--- src/rtl/nfbi_defines.vh ---
/*
 Constants for the NOR flash bus interface: command codes, sequencer states,
 status reset value, field positions and timing.
 Assumes inclusion by bare name from the design file.
*/
`ifndef NFBI_DEFINES_VH
`define NFBI_DEFINES_VH

`define NFBI_CMD_READ_ARRAY   8'hFF
`define NFBI_CMD_READ_STATUS  8'h70
`define NFBI_CMD_READ_ID      8'h90
`define NFBI_CMD_READ_CFI     8'h98
`define NFBI_CMD_PROGRAM      8'h40
`define NFBI_CMD_ALT_PROGRAM  8'h10
`define NFBI_CMD_BUF_PROGRAM  8'hE8
`define NFBI_CMD_ERASE        8'h20
`define NFBI_CMD_CONFIRM      8'hD0

`define NFBI_STATUS_RESET     8'h80
`define NFBI_STATUS_READY_BIT 7
`define NFBI_WAIT_POL_BIT     10
`define NFBI_RCR_RESET        16'hBFCF
`define NFBI_RCR_ASYNC_BIT    15

`define NFBI_ST_IDLE          3'b001
`define NFBI_ST_SETUP         3'b010
`define NFBI_ST_BUSY          3'b100

`define NFBI_OP_TIME_NS       1000
`define NFBI_CLK_PERIOD_NS    10
`define NFBI_WAIT_CYCLES      2
`define NFBI_CFI_WIDTH        8

`endif

--- src/rtl/nfbi_bus_if.v ---
/*
 Host-bus front end of a 16-bit parallel NOR flash: bus state decode,
 write latching into the command interface and read mode selection.
 Assumes all pins synchronous to mclk; the array itself sits outside,
 reached by array_addr/array_rdata, and id/cfi data come in as ports.
*/
`timescale 1ns/1ns
`include "nfbi_defines.vh"

module nfbi_bus_if #(
  parameter ADDR_W    = 26,
  parameter BLOCK_W   = 9,
  parameter OP_CYCLES = (`NFBI_OP_TIME_NS + `NFBI_CLK_PERIOD_NS - 1) / `NFBI_CLK_PERIOD_NS
) (
  input  wire                mclk,
  input  wire                rst,
  input  wire                ce,
  input  wire                reset_n,
  input  wire                chip_sel_n,
  input  wire                out_en_n,
  input  wire                write_en_n,
  input  wire                address_valid_n,
  input  wire                flash_clk,
  input  wire [ADDR_W-1:0]   addr,
  input  wire [15:0]         dq_in,
  input  wire [15:0]         array_rdata,
  input  wire [15:0]         id_rdata,
  input  wire [7:0]          cfi_rdata,
  input  wire [15:0]         rcr_value,
  output reg  [15:0]         dq_out,
  output reg                 dq_oe,
  output reg                 wait_out,
  output reg                 wait_oe,
  output reg  [ADDR_W-1:0]   array_addr,
  output reg  [BLOCK_W-1:0]  block_sel,
  output reg                 standby,
  output reg                 op_busy,
  output reg                 op_invalid,
  output reg  [7:0]          status,
  output reg  [1:0]          read_mode
);

  // Read modes select what a read cycle puts on the data bus
  localparam MODE_ARRAY  = 2'h0;
  localparam MODE_STATUS = 2'h1;
  localparam MODE_ID     = 2'h2;
  localparam MODE_CFI    = 2'h3;

  // Command sequencer states, one-hot
  localparam ST_IDLE  = 3'h1;
  localparam ST_SETUP = 3'h2;
  localparam ST_BUSY  = 3'h4;

  reg [2:0]        state;
  reg [2:0]        next_state;
  reg [31:0]       op_count;
  reg              wr_cycle_d;
  reg              clk_d;
  reg              addr_valid_d;
  reg [ADDR_W-1:0] wr_addr;
  reg [15:0]       wr_data;
  reg              sync_pending;
  reg [1:0]        wait_cnt;
  reg [15:0]       rd_sel;
  reg [1:0]        next_read_mode;
  reg              next_busy;

  wire device_on   = reset_n;
  wire wr_cycle    = device_on && !chip_sel_n && !write_en_n && out_en_n;
  wire wr_done     = wr_cycle_d && !wr_cycle;
  wire [7:0] cmd   = wr_data[7:0];
  wire rd_cycle    = device_on && !chip_sel_n && !out_en_n && write_en_n;
  wire sync_mode   = !rcr_value[`NFBI_RCR_ASYNC_BIT];
  wire clk_rise    = flash_clk && !clk_d;
  wire adv_rise    = address_valid_n && !addr_valid_d;
  wire wait_level  = rcr_value[`NFBI_WAIT_POL_BIT];
  wire addr_ph     = !address_valid_n && !chip_sel_n;
  wire setup_cmd   = (cmd == `NFBI_CMD_PROGRAM) || (cmd == `NFBI_CMD_ALT_PROGRAM) || (cmd == `NFBI_CMD_ERASE);
  wire op_start    = (state == ST_SETUP) && wr_done;
  wire op_end      = (state == ST_BUSY) && (op_count == 32'h0000_0000);
  wire sync_wait   = rd_cycle && sync_mode && (wait_cnt != `NFBI_WAIT_CYCLES);

  // Write capture: first deassertion of either strobe ends the cycle
  always @(posedge mclk) begin
    if (rst) begin
      wr_cycle_d <= 1'b0;
      wr_addr    <= {ADDR_W{1'b0}};
      wr_data    <= 16'h0000;
    end else if (ce) begin
      wr_cycle_d <= wr_cycle;
      if (wr_cycle) begin
        wr_addr <= addr;
        wr_data <= dq_in;
      end
    end
  end

  // Address latch: open while strobe low; in sync mode closes at strobe rise or first clock
  always @(posedge mclk) begin
    if (rst) begin
      array_addr   <= {ADDR_W{1'b0}};
      block_sel    <= {BLOCK_W{1'b0}};
      clk_d        <= 1'b0;
      addr_valid_d <= 1'b1;
      sync_pending <= 1'b0;
    end else if (ce) begin
      clk_d        <= flash_clk;
      addr_valid_d <= address_valid_n;
      if (addr_ph && (!sync_mode || !sync_pending)) begin
        array_addr <= addr;
        block_sel  <= addr[ADDR_W-1:ADDR_W-BLOCK_W];
      end
      if (sync_mode && addr_ph && clk_rise) begin
        sync_pending <= 1'b1;
      end else if (address_valid_n || adv_rise) begin
        sync_pending <= 1'b0;
      end
    end
  end

  // Command interface and internal operation sequencer
  always @* begin
    next_state = state;
    case (state)
      ST_IDLE: begin
        if (wr_done && setup_cmd) begin
          next_state = ST_SETUP;
        end
      end
      ST_SETUP: begin
        // Any second write starts the operation; its data is not checked
        if (wr_done) begin
          next_state = ST_BUSY;
        end
      end
      ST_BUSY: begin
        if (op_end) begin
          next_state = ST_IDLE;
        end
      end
      default: begin
        next_state = ST_IDLE;
      end
    endcase
  end

  // Busy one cycle ahead, so standby never sees a stale busy flag
  always @* begin
    next_busy = op_busy;
    if (!reset_n) begin
      next_busy = 1'b0;
    end else if (op_start) begin
      next_busy = 1'b1;
    end else if (op_end) begin
      next_busy = 1'b0;
    end
  end

  // Read mode decode; only status reads are honoured while busy
  always @* begin
    next_read_mode = read_mode;
    if (!reset_n) begin
      next_read_mode = MODE_ARRAY;
    end else if (op_start) begin
      next_read_mode = MODE_STATUS;
    end else if (wr_done && state == ST_IDLE) begin
      if (cmd == `NFBI_CMD_READ_ARRAY) begin
        next_read_mode = MODE_ARRAY;
      end else if (cmd == `NFBI_CMD_READ_STATUS) begin
        next_read_mode = MODE_STATUS;
      end else if (cmd == `NFBI_CMD_READ_ID) begin
        next_read_mode = MODE_ID;
      end else if (cmd == `NFBI_CMD_READ_CFI) begin
        next_read_mode = MODE_CFI;
      end else if (setup_cmd) begin
        next_read_mode = MODE_STATUS;
      end
    end else if (wr_done && state == ST_BUSY && cmd == `NFBI_CMD_READ_STATUS) begin
      next_read_mode = MODE_STATUS;
    end
  end

  always @(posedge mclk) begin
    if (rst) begin
      state      <= ST_IDLE;
      op_count   <= 32'h0000_0000;
      op_busy    <= 1'b0;
      op_invalid <= 1'b0;
      status     <= `NFBI_STATUS_RESET;
      read_mode  <= MODE_ARRAY;
    end else if (ce) begin
      op_busy   <= next_busy;
      read_mode <= next_read_mode;
      if (!reset_n) begin
        // Pin reset aborts a running operation and marks its target bad
        state    <= ST_IDLE;
        op_count <= 32'h0000_0000;
        status   <= `NFBI_STATUS_RESET;
        if (op_busy) begin
          op_invalid <= 1'b1;
        end
      end else begin
        state <= next_state;
        // Busy runs down regardless of chip select
        if (state == ST_BUSY && op_count != 32'h0000_0000) begin
          op_count <= op_count - 32'h0000_0001;
        end
        if (op_start) begin
          op_count   <= OP_CYCLES - 1;
          op_invalid <= 1'b0;
          status[`NFBI_STATUS_READY_BIT] <= 1'b0;
        end else if (op_end) begin
          status[`NFBI_STATUS_READY_BIT] <= 1'b1;
        end
      end
    end
  end

  // Status and CFI query data occupy the low byte only; ID data uses all 16 bits
  always @* begin
    rd_sel = array_rdata;
    case (read_mode)
      MODE_ARRAY: begin
        rd_sel = array_rdata;
      end
      MODE_STATUS: begin
        rd_sel = {8'h00, status};
      end
      MODE_ID: begin
        rd_sel = id_rdata;
      end
      MODE_CFI: begin
        rd_sel = {8'h00, cfi_rdata};
      end
      default: begin
        rd_sel = array_rdata;
      end
    endcase
  end

  // Data drivers share the read qualifier with the wait pin
  always @(posedge mclk) begin
    if (rst) begin
      dq_out <= 16'h0000;
      dq_oe  <= 1'b0;
    end else if (ce) begin
      dq_oe  <= rd_cycle;
      dq_out <= rd_cycle ? rd_sel : 16'h0000;
    end
  end

  // Standby follows the next busy value so it never overlaps an operation
  always @(posedge mclk) begin
    if (rst) begin
      standby <= 1'b0;
    end else if (ce) begin
      standby <= chip_sel_n && !next_busy && reset_n;
    end
  end

  // Wait counts clock rises once the address phase has closed
  always @(posedge mclk) begin
    if (rst) begin
      wait_out <= 1'b0;
      wait_oe  <= 1'b0;
      wait_cnt <= 2'h0;
    end else if (ce) begin
      wait_oe <= rd_cycle;
      if (!rd_cycle || addr_ph) begin
        wait_cnt <= 2'h0;
      end else if (sync_mode && clk_rise && wait_cnt != `NFBI_WAIT_CYCLES) begin
        wait_cnt <= wait_cnt + 2'h1;
      end
      if (sync_wait) begin
        wait_out <= wait_level;
      end else begin
        wait_out <= !wait_level;
      end
    end
  end

endmodule

--- config.mk ---
export PLATFORM = sky130hd
export DESIGN_NAME = nfbi_bus_if
export DESIGN_NICKNAME = d
export VERILOG_FILES = /design/src/rtl/nfbi_bus_if.v
export VERILOG_INCLUDE_DIRS = /design/src /design/src/rtl
export SDC_FILE = /design/constraint.sdc
export NUM_CORES = 1
export LEC_CHECK = 0
export BUFFER_PORTS_ARGS = -buffer_cell sky130_fd_sc_hd__clkbuf_2
export CORE_AREA = 2 2 101 103
export CTS_BUF_LIST = sky130_fd_sc_hd__clkbuf_8
export CTS_CLUSTER_DIAMETER = 40
export DETAILED_ROUTE_END_ITERATION = 8
export DIE_AREA = 0 0 103 105
export PLACE_DENSITY = 0.77
export SLEW_MARGIN = 40
export SYNTH_ARGS = -nofsm -noshare
export SYNTH_HDL_FRONTEND = slang
export SYNTH_SLANG_ARGS = --single-unit
--- constraint.sdc ---
create_clock -name mclk -period 2.7 [get_ports mclk]
set_clock_uncertainty 0.05 [all_clocks]
set_input_delay 0.135 -clock mclk [delete_from_list [all_inputs] [get_ports mclk]]
set_output_delay 0.135 -clock mclk [all_outputs]
set_load 0.02 [all_outputs]
==> reports/metrics.csv, run 1 <==
stage;metric;value;unit
worst_setup_path;Reg2Reg Depth;6;
timing;Final Slew Violations;0;
route;via count;4776;
timing;normalized max-slew margin;43.9;%
synthesis;post-synthesis adder-cell area fraction;0.522;%
die;DIE HEIGHT;105;um
finish;nets@finish;853;
timing;final hold violations;0;
synthesis;Synth Warn #;0;
synthesis;synthesized cell area;4790;sq um
route;vias per inst;5.41;
synthesis;area leader, netlist;dfxtp_1;
synthesis;Post-Syn Instances;581;
worst_setup_path;Worst EP required;2.91;ns
synthesis;Cell variety after synth;65;
place;dpl cells;831;
die;DIE WIDTH;103;um
worst_setup_path;CP Launch Type;register;
clock_network;Clk Latency, worst-skew pair;0.37;ns
place;Post-DP HPWL;8520;um
die;# IOs;174;
route;DR pass1 iterations;4;
timing;RSZ-0062 raised after global routing;false;
synthesis;#FFs+latches synth;98;
clock_network;Root Driver;clkbuf_8;
clock_network;post-CTS setup buffer count;0;
die;Die Footprint;10800;sq um
clock_network;CTS tree;yes;
synthesis;Synth Area in Compound Gates;17.7;%
route;DR iter-0 viols;194;
timing;fmax;406;MHz
route;post-route ant nets;0;
timing;Final setup viols;0;
grt;GR Overflow Total;0;
synthesis;EDFF count, synth;0;
clock_network;worst-case clock buffer depth;2;
clock_network;htree depth;3;
synthesis;register area share after synthesis;40.9;%
die;Std-Cell Rows;36;
synthesis;syn_area_per_cell;8.25;sq um
synthesis;multiplexer share of the synthesized area;6.11;%
min_path;Worst Hold Depth;3;
finish;ANT cells;0;
synthesis;post-synth top area share;40.9;%
power_and_ir_drop;Combinational Power Share;28.6;%
flow_run;maxcap violations;0;
grt;largest net degree at the start of global routing;46;
route;wire per inst;14.0;um
power_and_ir_drop;pwr/cell area;597;nW/um^2
finish;fin cells;882;
place;I/O Buffers;144;
clock_network;Post-CTS Resized;0;
timing;Final period util;91.3;%
finish;share of layout cells above drive strength 1;27.6;%
clock_network;CTS clock-pin slew for the worst setup and hold paths;0.11;ns
die;Starting Density;49.7;%
timing;min Tclk post-route;2.47;ns
power_and_ir_drop;Clk pwr share;27.4;%
min_path;worst hold path class;input pin to register;
clock_network;CTS sink cnt;98;
synthesis;ys flop type;dfxtp_1;
worst_setup_path;critical path arrival;2.68;ns
power_and_ir_drop;Sw Share;33.8;%
grt;global-route wire length before repair;20400;um
place;final RePlAce weighted congestion;0.860;
worst_setup_path;Crit Path Class;register to register;
synthesis;fraction of registers with async set/reset;0;%
grt;Total GRT Usage;22.7;%
status;status;completed;
finish;area delta synth->final;27.9;%
power_and_ir_drop;total chip power;3.66;mW
route;final WL;12300;um
power_and_ir_drop;Pleak;2.66;nW
worst_setup_path;Crit. End Element;register;
power_and_ir_drop;register share of total power;44.0;%
power_and_ir_drop;Max VDD drop;0.000262;V
route;drt drc;0;
timing;final setup TNS;0;ns
synthesis;largest family of logic cells by synthesized area;simple AND/OR/NAND/NOR gates;
worst_setup_path;Max FO, Critical Path;7;
timing;Slew @ Worst Pin;0.840;ns
power_and_ir_drop;sw power;1.24;mW
clock_network;CTS Buf Count;9;
grt;initial antenna violation count;0;
synthesis;simple-gate portion of the synthesized area;26.0;%
synthesis;post-synthesis xor/xnor area fraction;2.32;%
die;core footprint;9640;sq um
power_and_ir_drop;internal power;2.43;mW
grt;vias in the first global route;4689;
synthesis;synth top area cells;dfxtp_1 (41%), nand2_1 (7.2%), a21oi_1 (5.6%);
-- cells by family (layout without fill, tap and decap cells) --
logic type | count (synthesis) | after routing
buffers and inverters | 58 | 220
and+or+nand+nor | 255 | 255
AOI/OAI and AO/OA | 129 | 129
adders and majority gates | 2 | 2
DFF | 98 | 98
other | 1 | 7
muxes | 27 | 27
xor gates and xnor gates | 11 | 11
-- final timing paths --
| path | startpoint | endpoint | slack, ns |
|---|---|---|---|
| setup / recovery | op_count[14]$_SDFFE_PP0P_ | op_count[26]$_SDFFE_PP0P_ | 0.23 |
| hold / removal | address_valid_n | sync_pending$_SDFFE_PP0P_ | 0.05 |
| setup reg to reg | op_count[14]$_SDFFE_PP0P_ | op_count[26]$_SDFFE_PP0P_ | 0.23 |
| hold reg to reg | array_addr[16]$_SDFFE_PP0P_ | array_addr[16]$_SDFFE_PP0P_ | 0.41 |
-- through the flow --
step | instance area [sq um] | hold WS [ns] | worst slack [ns] | utilization (%)
6_report | 6130 | 0.0451 | 0.235 | 63.6
5_1_grt | 6130 | 0.0620 | 0.0494 | 63.6
4_1_cts | 6130 | 0.0372 | 0.261 | 63.6
3_5_place_dp | 5560 | 0.314 | 0.281 | 57.7
3_3_place_gp | 5560 | 0.310 | 0.357 | 57.7
2_1_floorplan | 4820 | 0.221 | 0.383 | -
-- synthesized netlist by cell type, drive strengths merged (10+ instances only) --
cell    number
o21ai       18
nor4        10
or3         11
nand2       92
nor2        67
nor3        18
dfxtp       98
a21oi       55
mux2i       18
buf         25
a22oi       16
nand3       11
clkbuf      25
-- critical path, stage by stage, from the launching register on --
cell and delay (ns):
dfxtp_1 0.37, or3_1 0.44, or3_1 0.41, or3_1 0.42, nor2_1 0.31, a31oi_1 0.14, a41o_1 0.22
-- final cells by class --
| cell class | instances | area [sq um] |
|---|---|---|
| clock inverters | 7 | 92.6 |
| repair buffers | 196 | 1200 |
| inverters | 8 | 30.0 |
| clock buffers | 9 | 124 |
| well taps | 133 | 166 |
| multi-input cells | 431 | 2560 |
| flip-flops and latches | 98 | 1960 |
| fillers | 814 | 3510 |
-- layout by cell type, fill, tap and decap left out, types with 7 or more instances in the layout --
master	synthesis	layout
clkbuf_2	0	144
dfxtp_1	98	98
nand2_1	92	92
nor2_1	67	67
a21oi_1	54	54
dlygate4sd3_1	0	35
mux2i_1	18	18
nor3_1	18	17
buf_4	17	17
a22oi_1	16	16
o21ai_0	15	15
nand3_1	11	11
or3_1	11	10
clkbuf_8	0	9
inv_1	8	8
nor4_1	8	8
nand4_1	8	8
xnor2_1	8	8
mux2_2	8	8
a31o_2	7	7
conb_1	1	7
-- power groups by stage --
stage | clock [mW] | combinational (mW) | sequential, mW
floorplan | 0 | 0.725 | 1.64
global placement | 0 | 0.960 | 1.63
detailed placement | 0 | 0.995 | 1.64
CTS | 1.03 | 1.04 | 1.61
global route | 1.09 | 1.17 | 1.63
finish | 1.00 | 1.05 | 1.61
-- state kept, by name, indices dropped and copies added (netlist names), 2 cells and up --
register	count
array_addr	26
dq_out	16
op_count	32
read_mode	2
state	3
wait_cnt	2
wr_data	8
-- layer usage --
layer,GRT usage (%),vias to the layer above,wire length (um)
met3,4.21,24,669
met2,42.1,145,6390
li1,-,2365,-
met1,25.6,2242,5050
met4,7.05,0,210
met5,0,-,0
-- repair_timing --
action	4_1_cts	5_1_grt
endpoints found under the setup margin	0	0
hold buffers	35	0
endpoints found under the hold margin	35	0
(Power assumes the default switching activity.)
==> inputs of run 2 (changes only) <==
- CAP_MARGIN: default -> 10
- PLACE_DENSITY: 0.77 -> 0.78
==> reports/metrics.csv, run 2 (synthesis gave the netlist of run 1 again) <==
stage;metric;value;unit;change
clock_network;Post-CTS Resized;0;;unchanged
power_and_ir_drop;Clk pwr share;26.3;%;-1.1 points
worst_setup_path;CP most frequent cell;or3_1;;
route;drt drc;0;;unchanged
timing;Final Slew Violations;0;;unchanged
worst_setup_path;Max FO, Critical Path;7;;unchanged
clock_network;Root Driver;clkbuf_8;;
worst_setup_path;Crit Path Class;register to register;;
power_and_ir_drop;register share of total power;44.5;%;+0.5 points
power_and_ir_drop;Pleak;2.66;nW;about the same
finish;largest reg by FF count;op_count;;
finish;fin cells;883;;+0.11%
worst_setup_path;Slowest cell on crit path;or3_1;;
route;vias per inst;5.43;;+0.26%
finish;nets@finish;854;;+0.12%
timing;Final setup viols;0;;unchanged
grt;global-route wire length before repair;20400;um;-0.23%
timing;RSZ-0062 raised after global routing;false;;
finish;commonest non-fill, non-tap cell in the layout;clkbuf_2;;
power_and_ir_drop;Combinational Power Share;29.2;%;+0.6 points
grt;largest net degree at the start of global routing;46;;unchanged
worst_setup_path;worst path cell trace;or3_1 -> or3_1 -> or3_1 -> nor4_1 -> a21oi_1 -> a31o_2;;
grt;GR Overflow Total;0;;unchanged
place;I/O Buffers;144;;unchanged
clock_network;post-CTS setup buffer count;0;;unchanged
timing;normalized max-slew margin;46.6;%;+2.8 points
timing;fmax;403;MHz;-0.71%
timing;Final period util;92.0;%;+0.66 points
finish;largest registers;op_count: 32 flops, array_addr: 26 flops, dq_out: 16 flops;;
grt;initial antenna violation count;0;;unchanged
timing;Slew @ Worst Pin;0.789;ns;-0.0505 ns
grt;Total GRT Usage;22.6;%;-0.13 points
clock_network;CTS Buf Count;9;;unchanged
finish;area delta synth->final;27.8;%;about the same
grt;vias in the first global route;4645;;-0.94%
timing;Hold WS;0.0599;ns;+0.0148 ns
route;final WL;12300;um;about the same
place;Placed Area;5570;sq um;+0.11%
route;post-route ant nets;0;;unchanged
power_and_ir_drop;Sw Share;35.1;%;+1.3 points
clock_network;CTS sink cnt;98;;unchanged
route;DR pass1 iterations;7;;+3
place;final RePlAce weighted congestion;0.845;;-1.7%
flow_run;maxcap violations;0;;unchanged
finish;most frequent cells in the layout;clkbuf_2 (144), dfxtp_1 (98), nand2_1 (92), nor2_1 (67), a21oi_1 (54);;
timing;final setup TNS;0;ns;unchanged
min_path;worst hold path class;input pin to register;;
die;Std-Cell Rows;36;;unchanged
clock_network;Clk Latency, worst-skew pair;0.38;ns;about the same
route;wire per inst;14.0;um;about the same
route;DR iter-0 viols;169;;-13%
clock_network;CTS Hold Bufs;35;;unchanged
place;Post-DP HPWL;8570;um;+0.57%
status;status;completed;;
finish;ANT cells;0;;unchanged
power_and_ir_drop;internal power;2.35;mW;-3.0%
worst_setup_path;Worst EP required;2.93;ns;+0.02 ns
die;DIE HEIGHT;105;um;unchanged
worst_setup_path;CP Launch Type;register;;
die;DIE WIDTH;103;um;unchanged
worst_setup_path;slowest stage delay, CP;0.44;ns;about the same
clock_network;htree depth;3;;unchanged
worst_setup_path;Crit. End Element;register;;
die;core footprint;9640;sq um;unchanged
finish;final core utilization;63.6;%;about the same
clock_network;CTS clock-pin slew for the worst setup and hold paths;0.11;ns;about the same
route;via count;4794;;+0.38%
die;Starting Density;49.7;%;unchanged
timing;final hold violations;0;;unchanged
clock_network;worst-case clock buffer depth;2;;unchanged
place;dpl cells;832;;+0.12%
die;Die Footprint;10800;sq um;unchanged
finish;design area;6130;sq um;about the same
worst_setup_path;critical path arrival;2.71;ns;+0.03 ns
finish;share of layout cells above drive strength 1;27.7;%;+0.096 points
clock_network;CTS tree;yes;;
power_and_ir_drop;pwr/cell area;592;nW/um^2;-0.98%
finish;max FFs per register;32;;unchanged
power_and_ir_drop;sw power;1.27;mW;+2.7%
timing;min Tclk post-route;2.48;ns;+0.0177 ns
power_and_ir_drop;Max VDD drop;0.000316;V;+21%
die;# IOs;174;;unchanged
finish;Filler cells;798;;-2.0%
-- run 2: cell types whose count changed in the layout (fill, tap and decap cells not counted) --
cell | before | now
clkinv_8 | 1 | 2
buf_4 | 17 | 18
bufinv_16 | 1 | 0
a2111oi_1 | 1 | 0
a2111oi_0 | 1 | 2
inv_8 | 1 | 2
inv_6 | 2 | 1
-- run 2: power by group through the flow --
stage          sequential, mW  clock, mW  combinational, mW
2_1_floorplan            1.64          0              0.725
3_3_place_gp             1.64          0              0.972
3_5_place_dp             1.64          0               1.01
4_1_cts                  1.61      0.968               1.05
5_1_grt                  1.63       1.03               1.17
6_report                 1.61      0.954               1.06
-- run 2: final timing paths --
path	from	to	slack, ns	depth (start not counted)
setup / recovery	op_count[14]$_SDFFE_PP0P_	op_count[23]$_SDFFE_PP0P_	0.22	6
hold / removal	cfi_rdata[0]	dq_out[0]$_SDFFE_PP0P_	0.06	5
setup reg to reg	op_count[14]$_SDFFE_PP0P_	op_count[23]$_SDFFE_PP0P_	0.22	6
hold reg to reg	array_addr[0]$_SDFFE_PP0P_	array_addr[0]$_SDFFE_PP0P_	0.41	2
-- run 2: layout make-up --
class / count / area, sq um / share of cell area (%)
sequential: 98 / 1960 / 32.0
multi-input combinational: 431 / 2560 / 41.7
clock buffer: 9 / 124 / 2.02
tap: 133 / 166 / 2.72
inverter: 8 / 30.0 / 0.490
clock inverter: 7 / 81.3 / 1.33
timing repair buffer: 197 / 1210 / 19.7
-- run 2: per-layer routing --
layer	up-vias	part of all wire, %	global-route usage (%)	routed length, um
li1	2371	-	-	-
met1	2237	41	26.2	5060
met2	154	52	40.4	6380
met3	32	5.3	4.48	657
met4	0	1.9	7.89	231
met5	-	0	0	0
-- run 2: stage by stage --
step | power, mW | setup WS, ns
2_1_floorplan | 2.37 | 0.383
4_1_cts | 3.63 | 0.262
3_3_place_gp | 2.61 | 0.343
6_report | 3.62 | 0.217
5_1_grt | 3.83 | 0.00669
3_5_place_dp | 2.65 | 0.271
-- run 2: worst max-delay path: cells and delay by family (launching register included) --
family | cells | cell delay [ns]
compound gates | 2 | 0.35
flops | 1 | 0.38
simple gates | 4 | 1.62
==> inputs of run 3 (changes only) <==
- REMOVE_ABC_BUFFERS: default -> 1
==> reports/metrics.csv, run 3 (synthesis gave the netlist of run 1 again) <==
stage;metric;value;unit;change
place;Placed Area;5580;sq um;+0.13%
place;final RePlAce weighted congestion;0.849;;+0.40%
timing;fmax;401;MHz;-0.38%
clock_network;CTS clock-pin slew for the worst setup and hold paths;0.10;ns;about the same
route;wire per inst;14.6;um;+4.3%
clock_network;CTS Hold Bufs;35;;unchanged
power_and_ir_drop;pwr/cell area;603;nW/um^2;+1.9%
min_path;worst hold path class;input pin to register;;
clock_network;Clk Latency, worst-skew pair;0.37;ns;about the same
grt;Total GRT Usage;23.6;%;+1.0 points
worst_setup_path;Worst EP required;2.95;ns;+0.02 ns
worst_setup_path;slowest stage delay, CP;0.51;ns;+0.07 ns
finish;fin cells;884;;+0.11%
finish;most frequent cells in the layout;clkbuf_2 (144), dfxtp_1 (98), nand2_1 (92), nor2_1 (67), a21oi_1 (54);;
timing;Slew @ Worst Pin;0.823;ns;+0.0332 ns
clock_network;CTS sink cnt;98;;unchanged
worst_setup_path;Worst Path Buf+Inv;1;;+1
grt;vias in the first global route;4437;;-4.5%
route;drt drc;0;;unchanged
grt;initial antenna violation count;1;;+1
status;status;completed;;
timing;Hold WS;0.0608;ns;+0.000910 ns
die;# IOs;174;;unchanged
power_and_ir_drop;Max VDD drop;0.000305;V;-3.6%
timing;Final Slew Violations;0;;unchanged
finish;max FFs per register;32;;unchanged
route;vias per inst;5.39;;-0.76%
finish;largest reg by FF count;op_count;;
finish;area delta synth->final;28.3;%;
worst_setup_path;Crit Path Class;register to register;;
clock_network;CTS Buf Count;9;;unchanged
place;I/O Buffers;144;;unchanged
grt;global-route wire length before repair;20600;um;+0.98%
die;DIE WIDTH;103;um;unchanged
timing;RSZ-0062 raised after global routing;false;;
route;DR pass1 iterations;5;;-2
worst_setup_path;Slowest cell on crit path;o41ai_4;;
clock_network;htree depth;3;;unchanged
power_and_ir_drop;Pleak;2.68;nW;+0.71%
timing;min Tclk post-route;2.49;ns;+0.00954 ns
die;Starting Density;49.7;%;unchanged
worst_setup_path;Max FO, Critical Path;7;;unchanged
finish;largest registers;op_count: 32 flops, array_addr: 26 flops, dq_out: 16 flops;;
finish;design area;6150;sq um;+0.41%
clock_network;Root Driver;clkbuf_8;;
clock_network;worst-case clock buffer depth;2;;unchanged
timing;Final period util;92.3;%;+0.35 points
grt;largest net degree at the start of global routing;57;;+24%
worst_setup_path;critical path arrival;2.74;ns;+0.03 ns
place;dpl cells;833;;+0.12%
clock_network;Post-CTS Resized;0;;unchanged
grt;GR Overflow Total;0;;unchanged
route;DR iter-0 viols;276;;+63%
place;Post-DP HPWL;8810;um;+2.9%
route;via count;4763;;-0.65%
worst_setup_path;Crit. End Element;register;;
finish;ANT cells;0;;unchanged
die;Die Footprint;10800;sq um;unchanged
worst_setup_path;Top Family by Delay on Critical Path;simple AND/OR/NAND/NOR gates;;
timing;final setup TNS;0;ns;unchanged
finish;Filler cells;784;;-1.8%
worst_setup_path;CP Launch Type;register;;
route;post-route ant nets;0;;unchanged
finish;commonest non-fill, non-tap cell in the layout;clkbuf_2;;
flow_run;maxcap violations;0;;unchanged
finish;share of layout cells above drive strength 1;27.6;%;-0.17 points
clock_network;CTS tree;yes;;
timing;final hold violations;0;;unchanged
die;core footprint;9640;sq um;unchanged
worst_setup_path;worst path cell trace;nand2b_4 -> o41ai_4 -> nor4_4 -> or2_1 -> buf_4 -> or4_1 -> a21oi_1;;
die;Std-Cell Rows;36;;unchanged
die;DIE HEIGHT;105;um;unchanged
timing;normalized max-slew margin;45.2;%;-1.5 points
finish;nets@finish;855;;+0.12%
clock_network;post-CTS setup buffer count;0;;unchanged
timing;Final setup viols;0;;unchanged
route;final WL;12900;um;+4.4%
run 3: cell types whose count changed in the layout (fill, tap and decap cells not counted):
cell       change
or3_2          -1
a2111oi_0      -1
nor3b_2        +1
or3_1          +1
buf_4          +1
inv_8          -2
clkinv_8       -2
nor3b_1        -1
bufinv_16      +2
inv_1          +2
a2111oi_1      +1
run 3: report_power, final:
part | switching (mW) | leakage [nW] | internal (mW)
logic | 0.609 | 1.77 | 0.453
clock network | 0.515 | 0.116 | 0.522
registers | 0.0837 | 0.794 | 1.53
run 3: worst register-to-register path, delay by kind of cell, from the launching register on:
kind            cells  cell delay (ns)
buf+inv             1             0.20
flops               1             0.46
compound gates      2             0.66
simple gates        4             1.04
run 3: layout make-up:
class	instances	area, sq um	share of cell area, %
timing repair buffer	198	1210	19.7
tap	133	166	2.70
multi-input combinational	431	2560	41.7
clock buffer	9	124	2.01
clock inverter	7	93.8	1.53
inverter	8	30.0	0.488
sequential	98	1960	31.9
run 3: stage by stage:
step	util, %	total power, mW	worst slack [ns]
2_1_floorplan	-	2.31	0.293
3_3_place_gp	57.9	2.61	0.336
3_5_place_dp	57.9	2.65	0.264
4_1_cts	63.8	3.73	0.223
5_1_grt	63.8	3.94	0.0653
6_report	63.8	3.71	0.208
run 3: path summary, 6_finish.rpt:
check                                            startpoint                          end  slack [ns]  depth (start not counted)
worst max-delay path                  state[1]$_SDFFE_PP0P_    op_count[27]$_SDFFE_PP0P_        0.21                          7
worst min-delay path                           cfi_rdata[3]       dq_out[3]$_SDFFE_PP0P_        0.06                          5
worst max register to register        state[1]$_SDFFE_PP0P_    op_count[27]$_SDFFE_PP0P_        0.21                          7
worst min register to register  array_addr[16]$_SDFFE_PP0P_  array_addr[16]$_SDFFE_PP0P_        0.41                          2
run 3: layer usage:
metal / share of wire [%] / global-route usage, % / routed length [um] / vias up
li1: - / - / - / 2370
met1: 40 / 27.5 / 5160 / 2215
met2: 51 / 39.8 / 6550 / 154
met3: 6.7 / 6.76 / 861 / 24
met4: 2.3 / 10.2 / 297 / 0
met5: 0 / 0 / 0 / -
